===== src/rtc_pkg.sv =====
// constants for the alarm, clock output and countdown block
package rtc_pkg;

   // ----------------------------------------------------------------
   // register offsets
   // ----------------------------------------------------------------
   localparam logic [7:0] CTRL2_ADDR    = 8'h01;
   localparam logic [7:0] MIN_ADDR      = 8'h09;
   localparam logic [7:0] HOUR_ADDR     = 8'h0a;
   localparam logic [7:0] DAY_ADDR      = 8'h0b;
   localparam logic [7:0] WDAY_ADDR     = 8'h0c;
   localparam logic [7:0] CLOCK_OUTPUT_PIN_ADDR   = 8'h0d;
   localparam logic [7:0] CDCTRL_ADDR   = 8'h0e;
   localparam logic [7:0] CDVAL_ADDR    = 8'h0f;

   // ----------------------------------------------------------------
   // field layouts
   // ----------------------------------------------------------------
   localparam int DIS_BIT               = 7;   // match disable, active high
   localparam logic [7:0] MIN_MASK      = 8'h7f;
   localparam logic [7:0] HOUR_MASK     = 8'h3f;
   localparam logic [7:0] DAY_MASK      = 8'h3f;
   localparam logic [7:0] WDAY_MASK     = 8'h07;
   localparam int EN_BIT                = 7;   // clock output enable / countdown run
   localparam int SEL_LSB               = 0;   // two-bit select fields at 1:0
   // control register two
   localparam int C2_CD_IE              = 0;
   localparam int C2_AL_IE              = 1;
   localparam int C2_CD_FLAG            = 2;
   localparam int C2_AL_FLAG            = 3;
   localparam int C2_PULSE              = 4;

   // ----------------------------------------------------------------
   // reset values
   // ----------------------------------------------------------------
   localparam logic [7:0] MATCH_RST     = 8'h80;
   localparam logic [7:0] CLOCK_OUTPUT_PIN_RST    = 8'h80;
   localparam logic [7:0] CDCTRL_RST    = 8'h03;
   localparam logic [7:0] CDVAL_RST     = 8'h00;
   localparam logic [7:0] CTRL2_RST     = 8'h00;

   // ----------------------------------------------------------------
   // prescaler tap positions and timing
   // ----------------------------------------------------------------
   localparam int TAP_32K               = 0;
   localparam int TAP_1K                = 1;
   localparam int TAP_32                = 2;
   localparam int TAP_1                 = 3;
   localparam int TAP_4K                = 4;
   localparam int TAP_64                = 5;
   localparam int TAP_N                 = 6;
   localparam logic [5:0] SIXTY_M1      = 6'h3b; // 1 Hz ticks per 1/60 Hz tick, less one
   localparam int CLK_NS                = 40;
   localparam int PULSE_NS              = 15625000; // countdown pulse width, 1/64 s
   localparam int PULSE_CYC             = PULSE_NS / CLK_NS;

endpackage


===== src/rtc_tap_sync.sv =====
// two-flop synchroniser with rising-edge pulse for prescaler taps
`timescale 1ns/1ps
module rtc_tap_sync #(
   parameter int WIDTH = 6
) (
   input  wire logic             mclk,
   input  wire logic             sys_rst,
   input  wire logic [WIDTH-1:0] tap_async,
   output logic      [WIDTH-1:0] tap_level,
   output logic      [WIDTH-1:0] tap_rise
);

   // ----------------------------------------------------------------
   // synchroniser
   // ----------------------------------------------------------------
   logic [WIDTH-1:0] meta;
   logic [WIDTH-1:0] last;

   // only the second stage and later are ever looked at
   always_ff @(posedge mclk or posedge sys_rst) begin
      if (sys_rst) begin
         meta      <= '0;
         tap_level <= '0;
         last      <= '0;
      end else begin
         meta      <= tap_async;
         tap_level <= meta;
         last      <= tap_level;
      end
   end

   assign tap_rise = tap_level & ~last;

endmodule


===== src/rtc_alarm_timer_clock_output_pin.sv =====
// alarm compare, clock output select and countdown timer with register port
`timescale 1ns/1ps
module rtc_alarm_timer_clock_output_pin #(
   parameter int PULSE_CYCLES = rtc_pkg::PULSE_CYC
) (
   input  wire logic        mclk,
   input  wire logic        sys_rst,
   // register port from the serial interface
   input  wire logic [7:0]  reg_addr,
   input  wire logic        reg_wr,
   input  wire logic [7:0]  reg_wdata,
   input  wire logic        reg_rd,
   output logic      [7:0]  reg_rdata,
   // current time from the time counters, same clock
   input  wire logic [7:0]  cur_minute,
   input  wire logic [7:0]  cur_hour,
   input  wire logic [7:0]  cur_day,
   input  wire logic [7:0]  cur_weekday,
   // prescaler taps from the crystal domain
   input  wire logic [5:0]  prescale_tap,
   // pins
   output logic             clock_output_pin,
   output logic             irq_o,
   output logic             irq_oe
);

   // ----------------------------------------------------------------
   // tap synchronisation
   // ----------------------------------------------------------------
   logic [rtc_pkg::TAP_N-1:0] tap_level;
   logic [rtc_pkg::TAP_N-1:0] tap_rise;

   rtc_tap_sync #(
      .WIDTH     (rtc_pkg::TAP_N)
   ) u_sync (
      .mclk      (mclk),
      .sys_rst   (sys_rst),
      .tap_async (prescale_tap),
      .tap_level (tap_level),
      .tap_rise  (tap_rise)
   );

   // ----------------------------------------------------------------
   // state
   // ----------------------------------------------------------------
   logic [7:0]  minute_match,  next_minute_match;
   logic [7:0]  hour_match,    next_hour_match;
   logic [7:0]  day_match,     next_day_match;
   logic [7:0]  weekday_match, next_weekday_match;
   logic [7:0]  clock_output_control, next_clock_output_control;
   logic [7:0]  countdown_control,    next_countdown_control;
   logic [7:0]  countdown_reload,     next_countdown_reload;
   logic [7:0]  countdown_count,      next_countdown_count;
   logic        alarm_flag,    next_alarm_flag;
   logic        countdown_flag, next_countdown_flag;
   logic        alarm_irq_enable, next_alarm_irq_enable;
   logic        countdown_irq_enable, next_countdown_irq_enable;
   logic        countdown_irq_pulse_mode, next_countdown_irq_pulse_mode;
   logic        match_q,       next_match_q;
   logic [5:0]  sixty_cnt,     next_sixty_cnt;
   logic [31:0] pulse_cnt,     next_pulse_cnt;
   logic [7:0]  next_reg_rdata;
   logic        next_clock_output_pin;
   logic        next_irq_oe;

   // ----------------------------------------------------------------
   // helpers
   // ----------------------------------------------------------------
   // one compare used for all four match registers
   function automatic logic field_ok(input logic [7:0] mreg, input logic [7:0] cur,
                                     input logic [7:0] mask);
      field_ok = mreg[rtc_pkg::DIS_BIT] || ((mreg & mask) == (cur & mask));
   endfunction

   // select one of four taps by a two-bit field
   function automatic logic pick4(input logic [1:0] sel, input logic a, input logic b,
                                  input logic c, input logic d);
      case (sel)
         2'h0:    pick4 = a;
         2'h1:    pick4 = b;
         2'h2:    pick4 = c;
         default: pick4 = d;
      endcase
   endfunction

   logic any_enabled;
   logic match_now;
   logic alarm_set;
   logic sixty_tick;
   logic cd_tick;
   logic cd_end;
   logic wr_ctrl2;

   // alarm compare: all enabled fields equal, at least one enabled
   assign any_enabled = ~(minute_match[rtc_pkg::DIS_BIT] & hour_match[rtc_pkg::DIS_BIT]
                        & day_match[rtc_pkg::DIS_BIT] & weekday_match[rtc_pkg::DIS_BIT]);
   assign match_now   = any_enabled
                        & field_ok(minute_match,  cur_minute,  rtc_pkg::MIN_MASK)
                        & field_ok(hour_match,    cur_hour,    rtc_pkg::HOUR_MASK)
                        & field_ok(day_match,     cur_day,     rtc_pkg::DAY_MASK)
                        & field_ok(weekday_match, cur_weekday, rtc_pkg::WDAY_MASK);
   // only the entry into a match sets the flag, so a cleared flag stays clear
   assign alarm_set   = match_now & ~match_q;

   // source tick for the countdown; 1/60 Hz is cut from the 1 Hz tap
   assign sixty_tick  = tap_rise[rtc_pkg::TAP_1] && (sixty_cnt == rtc_pkg::SIXTY_M1);
   assign cd_tick     = countdown_control[rtc_pkg::EN_BIT]
                        & pick4(countdown_control[rtc_pkg::SEL_LSB +: 2],
                                tap_rise[rtc_pkg::TAP_4K], tap_rise[rtc_pkg::TAP_64],
                                tap_rise[rtc_pkg::TAP_1], sixty_tick);
   // a reload of zero never ends a countdown
   assign cd_end      = cd_tick && (countdown_reload != 8'h00)
                        && (countdown_count <= 8'h01);
   assign wr_ctrl2    = reg_wr && (reg_addr == rtc_pkg::CTRL2_ADDR);

   // ----------------------------------------------------------------
   // next-state logic
   // ----------------------------------------------------------------
   always_comb begin
      next_minute_match             = minute_match;
      next_hour_match               = hour_match;
      next_day_match                = day_match;
      next_weekday_match            = weekday_match;
      next_clock_output_control     = clock_output_control;
      next_countdown_control        = countdown_control;
      next_countdown_reload         = countdown_reload;
      next_countdown_count          = countdown_count;
      next_alarm_irq_enable         = alarm_irq_enable;
      next_countdown_irq_enable     = countdown_irq_enable;
      next_countdown_irq_pulse_mode = countdown_irq_pulse_mode;
      next_match_q                  = match_now;
      next_sixty_cnt                = sixty_cnt;
      next_pulse_cnt                = pulse_cnt;
      next_reg_rdata                = reg_rdata;

      // 1/60 Hz divider
      if (tap_rise[rtc_pkg::TAP_1]) begin
         next_sixty_cnt = sixty_tick ? 6'h00 : sixty_cnt + 6'h01;
      end

      // countdown: reload at the end of each period
      if (cd_tick) begin
         if (countdown_count <= 8'h01) begin
            next_countdown_count = countdown_reload;
         end else begin
            next_countdown_count = countdown_count - 8'h01;
         end
      end

      // pulse stretcher for pulse mode
      if (cd_end) begin
         next_pulse_cnt = 32'(PULSE_CYCLES);
      end else if (pulse_cnt != 32'h0) begin
         next_pulse_cnt = pulse_cnt - 32'h1;
      end

      // register writes; only defined bits are stored
      if (reg_wr) begin
         case (reg_addr)
            rtc_pkg::MIN_ADDR:    next_minute_match  = reg_wdata & (rtc_pkg::MIN_MASK | 8'h80);
            rtc_pkg::HOUR_ADDR:   next_hour_match    = reg_wdata & (rtc_pkg::HOUR_MASK | 8'h80);
            rtc_pkg::DAY_ADDR:    next_day_match     = reg_wdata & (rtc_pkg::DAY_MASK | 8'h80);
            rtc_pkg::WDAY_ADDR:   next_weekday_match = reg_wdata & (rtc_pkg::WDAY_MASK | 8'h80);
            rtc_pkg::CLOCK_OUTPUT_PIN_ADDR: next_clock_output_control = reg_wdata & 8'h83;
            rtc_pkg::CDCTRL_ADDR: next_countdown_control    = reg_wdata & 8'h83;
            rtc_pkg::CDVAL_ADDR: begin
               next_countdown_reload = reg_wdata;
               next_countdown_count  = reg_wdata;
            end
            rtc_pkg::CTRL2_ADDR: begin
               next_alarm_irq_enable         = reg_wdata[rtc_pkg::C2_AL_IE];
               next_countdown_irq_enable     = reg_wdata[rtc_pkg::C2_CD_IE];
               next_countdown_irq_pulse_mode = reg_wdata[rtc_pkg::C2_PULSE];
            end
            default: ;
         endcase
      end

      // flags: write 0 clears, write 1 keeps; a set in the same cycle wins
      next_alarm_flag = alarm_set | (alarm_flag
                        & ~(wr_ctrl2 & ~reg_wdata[rtc_pkg::C2_AL_FLAG]));
      next_countdown_flag = cd_end | (countdown_flag
                        & ~(wr_ctrl2 & ~reg_wdata[rtc_pkg::C2_CD_FLAG]));

      // read data, registered; unmapped offsets read zero
      if (reg_rd) begin
         case (reg_addr)
            rtc_pkg::MIN_ADDR:    next_reg_rdata = minute_match;
            rtc_pkg::HOUR_ADDR:   next_reg_rdata = hour_match;
            rtc_pkg::DAY_ADDR:    next_reg_rdata = day_match;
            rtc_pkg::WDAY_ADDR:   next_reg_rdata = weekday_match;
            rtc_pkg::CLOCK_OUTPUT_PIN_ADDR: next_reg_rdata = clock_output_control;
            rtc_pkg::CDCTRL_ADDR: next_reg_rdata = countdown_control;
            rtc_pkg::CDVAL_ADDR:  next_reg_rdata = countdown_count;
            rtc_pkg::CTRL2_ADDR: begin
               next_reg_rdata = 8'h00;
               next_reg_rdata[rtc_pkg::C2_CD_IE]   = countdown_irq_enable;
               next_reg_rdata[rtc_pkg::C2_AL_IE]   = alarm_irq_enable;
               next_reg_rdata[rtc_pkg::C2_CD_FLAG] = countdown_flag;
               next_reg_rdata[rtc_pkg::C2_AL_FLAG] = alarm_flag;
               next_reg_rdata[rtc_pkg::C2_PULSE]   = countdown_irq_pulse_mode;
            end
            default: next_reg_rdata = 8'h00;
         endcase
      end

      // clock output: selected tap level, held low when inhibited
      next_clock_output_pin = clock_output_control[rtc_pkg::EN_BIT]
                              & pick4(clock_output_control[rtc_pkg::SEL_LSB +: 2],
                                      tap_level[rtc_pkg::TAP_32K], tap_level[rtc_pkg::TAP_1K],
                                      tap_level[rtc_pkg::TAP_32], tap_level[rtc_pkg::TAP_1]);

      // open-drain interrupt: pull low while any enabled source is active
      next_irq_oe = (alarm_irq_enable & next_alarm_flag)
                    | (countdown_irq_enable & (countdown_irq_pulse_mode
                       ? (next_pulse_cnt != 32'h0) : next_countdown_flag));
   end

   // ----------------------------------------------------------------
   // registers
   // ----------------------------------------------------------------
   always_ff @(posedge mclk or posedge sys_rst) begin
      if (sys_rst) begin
         minute_match             <= rtc_pkg::MATCH_RST;
         hour_match               <= rtc_pkg::MATCH_RST;
         day_match                <= rtc_pkg::MATCH_RST;
         weekday_match            <= rtc_pkg::MATCH_RST;
         clock_output_control     <= rtc_pkg::CLOCK_OUTPUT_PIN_RST;
         countdown_control        <= rtc_pkg::CDCTRL_RST;
         countdown_reload         <= rtc_pkg::CDVAL_RST;
         countdown_count          <= rtc_pkg::CDVAL_RST;
         alarm_flag               <= 1'b0;
         countdown_flag           <= 1'b0;
         alarm_irq_enable         <= 1'b0;
         countdown_irq_enable     <= 1'b0;
         countdown_irq_pulse_mode <= 1'b0;
         match_q                  <= 1'b0;
         sixty_cnt                <= 6'h00;
         pulse_cnt                <= 32'h0;
         reg_rdata                <= 8'h00;
         clock_output_pin         <= 1'b0;
         irq_oe                   <= 1'b0;
         irq_o                    <= 1'b0;
      end else begin
         minute_match             <= next_minute_match;
         hour_match               <= next_hour_match;
         day_match                <= next_day_match;
         weekday_match            <= next_weekday_match;
         clock_output_control     <= next_clock_output_control;
         countdown_control        <= next_countdown_control;
         countdown_reload         <= next_countdown_reload;
         countdown_count          <= next_countdown_count;
         alarm_flag               <= next_alarm_flag;
         countdown_flag           <= next_countdown_flag;
         alarm_irq_enable         <= next_alarm_irq_enable;
         countdown_irq_enable     <= next_countdown_irq_enable;
         countdown_irq_pulse_mode <= next_countdown_irq_pulse_mode;
         match_q                  <= next_match_q;
         sixty_cnt                <= next_sixty_cnt;
         pulse_cnt                <= next_pulse_cnt;
         reg_rdata                <= next_reg_rdata;
         clock_output_pin         <= next_clock_output_pin;
         irq_oe                   <= next_irq_oe;
         irq_o                    <= 1'b0; // open drain only ever drives low
      end
   end

endmodule


===== config.mk =====
export PLATFORM = sky130hd
export DESIGN_NAME = rtc_alarm_timer_clock_output_pin
export DESIGN_NICKNAME = d
export VERILOG_FILES = /design/src/rtc_pkg.sv /design/src/rtc_tap_sync.sv /design/src/rtc_alarm_timer_clock_output_pin.sv
export SDC_FILE = /design/constraint.sdc
export NUM_CORES = 1
export LEC_CHECK = 0
export ABC_AREA = 1
export BUFFER_PORTS_ARGS = -buffer_cell sky130_fd_sc_hd__buf_2
export CAP_MARGIN = 5
export CORE_ASPECT_RATIO = 0.9
export CORE_MARGIN = 2
export CORE_UTILIZATION = 50
export DETAILED_ROUTE_END_ITERATION = 8
export PLACE_DENSITY = 0.7
export RECOVER_POWER = 25
export SETUP_SLACK_MARGIN = 0.4
export SLEW_MARGIN = 30
export SYNTH_ARGS = -nofsm -noshare
export SYNTH_HDL_FRONTEND = slang
export SYNTH_SLANG_ARGS = --single-unit

===== constraint.sdc =====
create_clock -name mclk -period 9.15 [get_ports mclk]
set_input_delay 2.745 -clock mclk [delete_from_list [all_inputs] [get_ports mclk]]
set_output_delay 2.745 -clock mclk [all_outputs]
set_load 0.02 [all_outputs]

### After elaboration in Yosys (flattened, before gate mapping)

Index checks and enable logic that the tools add are counted.

| word-level totals | value |
|---|---|
| output and inout bits | 11 |
| register bits after elaboration | 120 |

| operators by class | value |
|---|---|
| $lt $le $gt $ge | 1 |
| add/subtract/negate cells | 3 |
| eq/ne operators | 17 |
| reductions and logical operators | 21 |
| bitwise operators | 27 |
| muxes and demuxes | 11 |

Operators with widths:

| kind | number |
|---|---|
| 32-bit two-way mux | 2 |
| 8-bit one-hot mux with 8 select lines | 1 |
| 32-bit nonzero test | 2 |
| 8-bit by 4-bit == test with 1-bit output (second input constant) | 7 |
| 8-bit two-way mux | 4 |
| 32-bit by 1-bit subtractor with 32-bit output (second input constant) | 1 |
| 1-bit bitwise AND | 16 |
| 2-bit AND reduction | 8 |
| 6-bit == test | 2 |
| 8-bit by 1-bit == test with 1-bit output (second input constant) | 1 |
| 8-bit by 1-bit less-or-equal comparator with 1-bit output (second input constant) | 1 |
| 8-bit nonzero test | 1 |
| 8-bit by 1-bit subtractor with 8-bit output (second input constant) | 1 |
| 7-bit == test | 1 |
| 6-bit by 1-bit adder with 6-bit output (second input constant) | 1 |
| 6-bit bitwise AND | 1 |
| 6-bit == test (second input constant) | 1 |
| 6-bit two-way mux | 1 |
| 1-bit NOT | 6 |
| 6-bit NOT | 1 |
| 1-bit one-hot mux with 3 select lines | 2 |
| 2-bit by 1-bit == test with 1-bit output (second input constant) | 2 |
| 2-bit == test (second input constant) | 2 |
| 1-bit logical AND | 4 |
| other kinds (5) | 11 |

### Longest topological paths before layout

| depth | value |
|---|---|
| depth after elaboration | 12 |
| mapped depth | 17 |

### By module

Synthesis repeated with hierarchy kept, for this count alone.

| unflattened totals | value |
|---|---|
| cells, all modules | 872 |
| area total of the unflattened synthesis | 6587.6 um^2 |

By module, submodules not included:

| module | instances | sequential area each (um^2) | cells each | area each (um^2) |
|---|---|---|---|---|
| rtc_alarm_timer_clock_output_pin | 1 | 2561.2 | 841 | 6073.3 |
| rtc_tap_sync | 1 | 450.4 | 31 | 514.2 |

### Worst setup path before layout

No wires, ideal clock.

| timing | value |
|---|---|
| path kind | input-to-reg |
| from | input port reg_addr[7] |
| to | register countdown_count[4] |
| setup time | 0.127 ns |
| cell stages on the path | 9 |
| data arrival time | 3.815 ns |
| buffers on the path | 1 |
| required time | 9.023 ns |
| slack | 5.207 ns |
| cell sequence | nor2_1 nand2_1 nor2_1 nand3_1 inv_1 nand2_1 clkinv_1 buf_2 o21ai_0 |

| on the way | value |
|---|---|
| longest elaborated chain between the ends | 3 |

RTL lines:

| element | RTL line | text |
|---|---|---|
| from (decl) | rtc_alarm_timer_clock_output_pin.sv:9 | `input wire logic [7:0] reg_addr,` |
| 8-bit by 4-bit == test with 1-bit output | rtc_alarm_timer_clock_output_pin.sv:159 | `case (reg_addr)` |
| 8-bit two-way mux | rtc_alarm_timer_clock_output_pin.sv:159 |  |
| 8-bit two-way mux | rtc_alarm_timer_clock_output_pin.sv:158 | `if (reg_wr) begin` |
| named net next_countdown_count[4] | rtc_alarm_timer_clock_output_pin.sv:53 | `logic [7:0] countdown_count, next_countdown_count;` |
| to (signal assigned) | rtc_alarm_timer_clock_output_pin.sv:231 | `countdown_count <= rtc_pkg::CDVAL_RST;` |
| to (signal assigned) | rtc_alarm_timer_clock_output_pin.sv:252 | `countdown_count <= next_countdown_count;` |
| to (decl) | rtc_alarm_timer_clock_output_pin.sv:53 |  |

The timed path passes the listed nets, and every way through them passes these cells.
A chain may end at the register's enable or synchronous reset.

### Worst setup path in the final report

| timing | value |
|---|---|
| from | input port reg_addr[7] |
| to | register countdown_count[5] |

Same word-level chain as after synthesis.

==> out/metrics.yaml <==
critical_path:
  crit_end: "countdown_count[5]$_DFF_PP0_"
  r2r-end: "irq_oe$_DFF_PP0_"
  reg2reg_from: "pulse_cnt[13]$_DFF_PP0_"
  crit_slowest_cell: "clkinv_1"
  max_stage_delay_ns: 0.48
  r2r_cells: 12
  crit_start: "reg_addr[7]"
  critical_path_arrival_ns: 4.57
  cpMostUsedCell: "nand2_1"
  end_kind: "flip-flop"
  rrSetupSlack_ns: 5.62
  cp_data_required_time_ns: 9.52
  crit_path_start_kind: "primary input"
  crit_path_max_fanout: 18
  worst-setup-path-type: "primary input to flip-flop"
  worstPathCellList: "buf_2 > nor2_1 > nand2_1 > nor2_1 > nand3_1 > inv_1 > nand2_1 > clkinv_1 > a21oi_1 > o21ai_0 > nand2_1"
die:
  rows: 39
  die_w_microns: 124
  num_io_pins: 69
  dieArea_sq_um: 13800
  dieHeight_microns: 112
  start_util_pct: 50.9
  design.core.area_sq_um: 12600
drt:
  drt_first_pass_iters: 5
  vias_per_cell: 5.21
  drc_errors: 0
  wl_per_cell_microns: 14.8
  via_count: 5730
  routed_wl_microns: 16300
  drtIter0Drc: 466
  drtAntennaViolNets: 0
place:
  port-buffer-count: 57
  place_hpwl_microns: 12100
  dp_cells: 1067
  gp_congestion: 0.944
synthesis:
  syn_nets: 921
  synthCells: 858
  synth_edf_count: 0
  ys_ff_latch: 117
  synth_warnings: 0
  yosysSeqAreaShare_pct: 45.7
  ys.flop_type: "dfrtp_1"
  async_flop_share_pct: 100
  synth.distinct_cells: 42
  syn_area_sq_um: 6430
  avgSynthCellArea_sq_um: 7.50
final_layout:
  drive_gt1_share_pct: 13.4
  fillers: 1173
  synthToLayoutAreaGrowth_pct: 15.0
  diodes: 0
  layout_common_cells: "nand2_1 (246), nor2_1 (114), inv_1 (111)"
  final_cell_count_no_fill: 1099
  multiInputGateArea_sq_um: 2940
  fin_util_pct: 58.5
  register_area_sq_um: 2940
  nets: 985
  final_common_cell: "nand2_1"
sta:
  fmax_ghz: 0.238
  rsz0062_at_grt: "false"
  fin_crit_sh_pct: 45.9
  maxSlewHeadroom_pct: -23.9
  tns_ns: 0
  maxSlewViolCount: 45
  fin_skew_ns: 0.00880
  hold_violations: 0
  period_needed_ns: 4.20
  setup_viol_count_final: 0
  tightestPinTransition_ns: 1.85
global_route:
  grt_use_total_pct: 25.5
  grt_pass1_wl_microns: 26900
  grt_max_degree: 75
  antenna_found_initial: 1
  grt_overflow_total: 0
  grt_pass1_vias: 5435
clock_network:
  cts_setup_buffers: 0
  cts_num_sinks: 117
  cts_buffer_depth: 2
  cts-resized-gates: 0
  cts_buffers: 17
  cts_max_level: 4
  clock_latency_ns: 0.42
  hold_buffers: 0
  cts_tree: "done"
  clkSlewWorstSetupHoldPaths_ns: 0.06
  root_buffer: "clkbuf_16"
pwr:
  power.density_nw_per_um2: 246
  power_leakage_nw: 3.75
  power_w: 0.00182
  ir_worst_vdd_mv: 0.160
outcome:
  status: "complete, but fails checks"
  violations: "capacitance limit, slew limit"
worst_hold_path:
  hold_depth: 0
  worstHoldPathType: "flip-flop to flip-flop"
job:
  cap_violations: 1
[sequential cells by signal (all words and copies together) (netlist names), 3 cells and up]
name and count:
u_sync.tap_level 6, countdown_control 3, u_sync.last 3, day_match 7, hour_match 7, minute_match 8, sixty_cnt 6, clock_output_control 3
pulse_cnt 32, countdown_reload 8, u_sync.meta 6, reg_rdata 8, countdown_count 8, weekday_match 4
[worst min-delay path by stage]
stage,from,endpoint
3_3_place_gp,u_sync.meta[3]$_DFF_PP0_,u_sync.tap_level[3]$_DFF_PP0_
2_1_floorplan,u_sync.meta[0]$_DFF_PP0_,u_sync.tap_level[0]$_DFF_PP0_
6_report,u_sync.meta[5]$_DFF_PP0_,u_sync.tap_level[5]$_DFF_PP0_
3_5_place_dp,u_sync.meta[5]$_DFF_PP0_,u_sync.tap_level[5]$_DFF_PP0_
5_1_grt,u_sync.meta[4]$_DFF_PP0_,u_sync.tap_level[4]$_DFF_PP0_
4_1_cts,u_sync.meta[5]$_DFF_PP0_,u_sync.tap_level[5]$_DFF_PP0_
[worst max-delay path, delay by kind of cell]
kind                   cells  cell delay, ns
and+or+nand+nor            6            0.79
AOI/OAI and AO/OA          2            0.36
buffers and inverters      3            0.65
[power by group]
part	switching (W)	internal, W
Sequential	0.0000990	0.000614
Clock	0.000240	0.000407
Combinational	0.000301	0.000160
[cells by family (layout without fill, tap and decap cells)]
| family | Yosys count | after routing | share of synthesized area [%] |
|---|---|---|---|
| simple gates | 461 | 461 | 31.0 |
| fa+ha+maj | 5 | 5 | 0.973 |
| other cells | 1 | 1 | 0.0583 |
| xor+xnor | 28 | 28 | 3.81 |
| buf+inv | 130 | 207 | 8.03 |
| compound gates | 116 | 116 | 10.5 |
| flops | 117 | 117 | 45.7 |
[final cells by class]
type                       instances  area share (%)
sequential                       117            39.7
tap                              164            2.78
multi-input combinational        611            39.7
clock inverter                    12            1.76
timing repair buffer              58            4.01
clock buffer                      20            6.04
inverter                         117            5.96
[through the flow]
stage	cell area, sq um	hold slack (ns)	setup slack (ns)
3_5_place_dp	6850	0.335	4.54
6_report	7390	0.347	4.95
3_3_place_gp	6850	0.332	4.57
2_1_floorplan	6430	0.331	3.32
4_1_cts	7430	0.347	4.97
5_1_grt	7390	0.355	4.63
[synthesized netlist by cell type (all sizes together) (3+ instances only)]
| cell type | instances | area [sq um] |
|---|---|---|
| buf | 7 | 55.1 |
| a21oi | 10 | 61.3 |
| xor2 | 17 | 149 |
| ha | 5 | 62.6 |
| nand3 | 49 | 255 |
| dfrtp | 110 | 2750 |
| nor3 | 5 | 25.0 |
| nand4 | 18 | 143 |
| o211ai | 7 | 52.6 |
| clkbuf | 6 | 22.5 |
| nor2 | 130 | 563 |
| nand2 | 252 | 961 |
| o21ai | 78 | 390 |
| dfstp | 7 | 184 |
| inv | 115 | 432 |
| a221oi | 7 | 61.3 |
| xnor2 | 11 | 96.3 |
| o2111ai | 3 | 26.3 |
| o22ai | 3 | 18.8 |
[routing by layer]
| layer | GRT usage, % | vias to the layer above | wire length (microns) |
|---|---|---|---|
| met1 | 37.1 | 2669 | 7580 |
| met2 | 36.2 | 167 | 7150 |
| met5 | 0 | - | 0 |
| li1 | - | 2867 | - |
| met3 | 7.84 | 27 | 1230 |
| met4 | 8.11 | 0 | 286 |
Power figures use the tool's default switching activity.
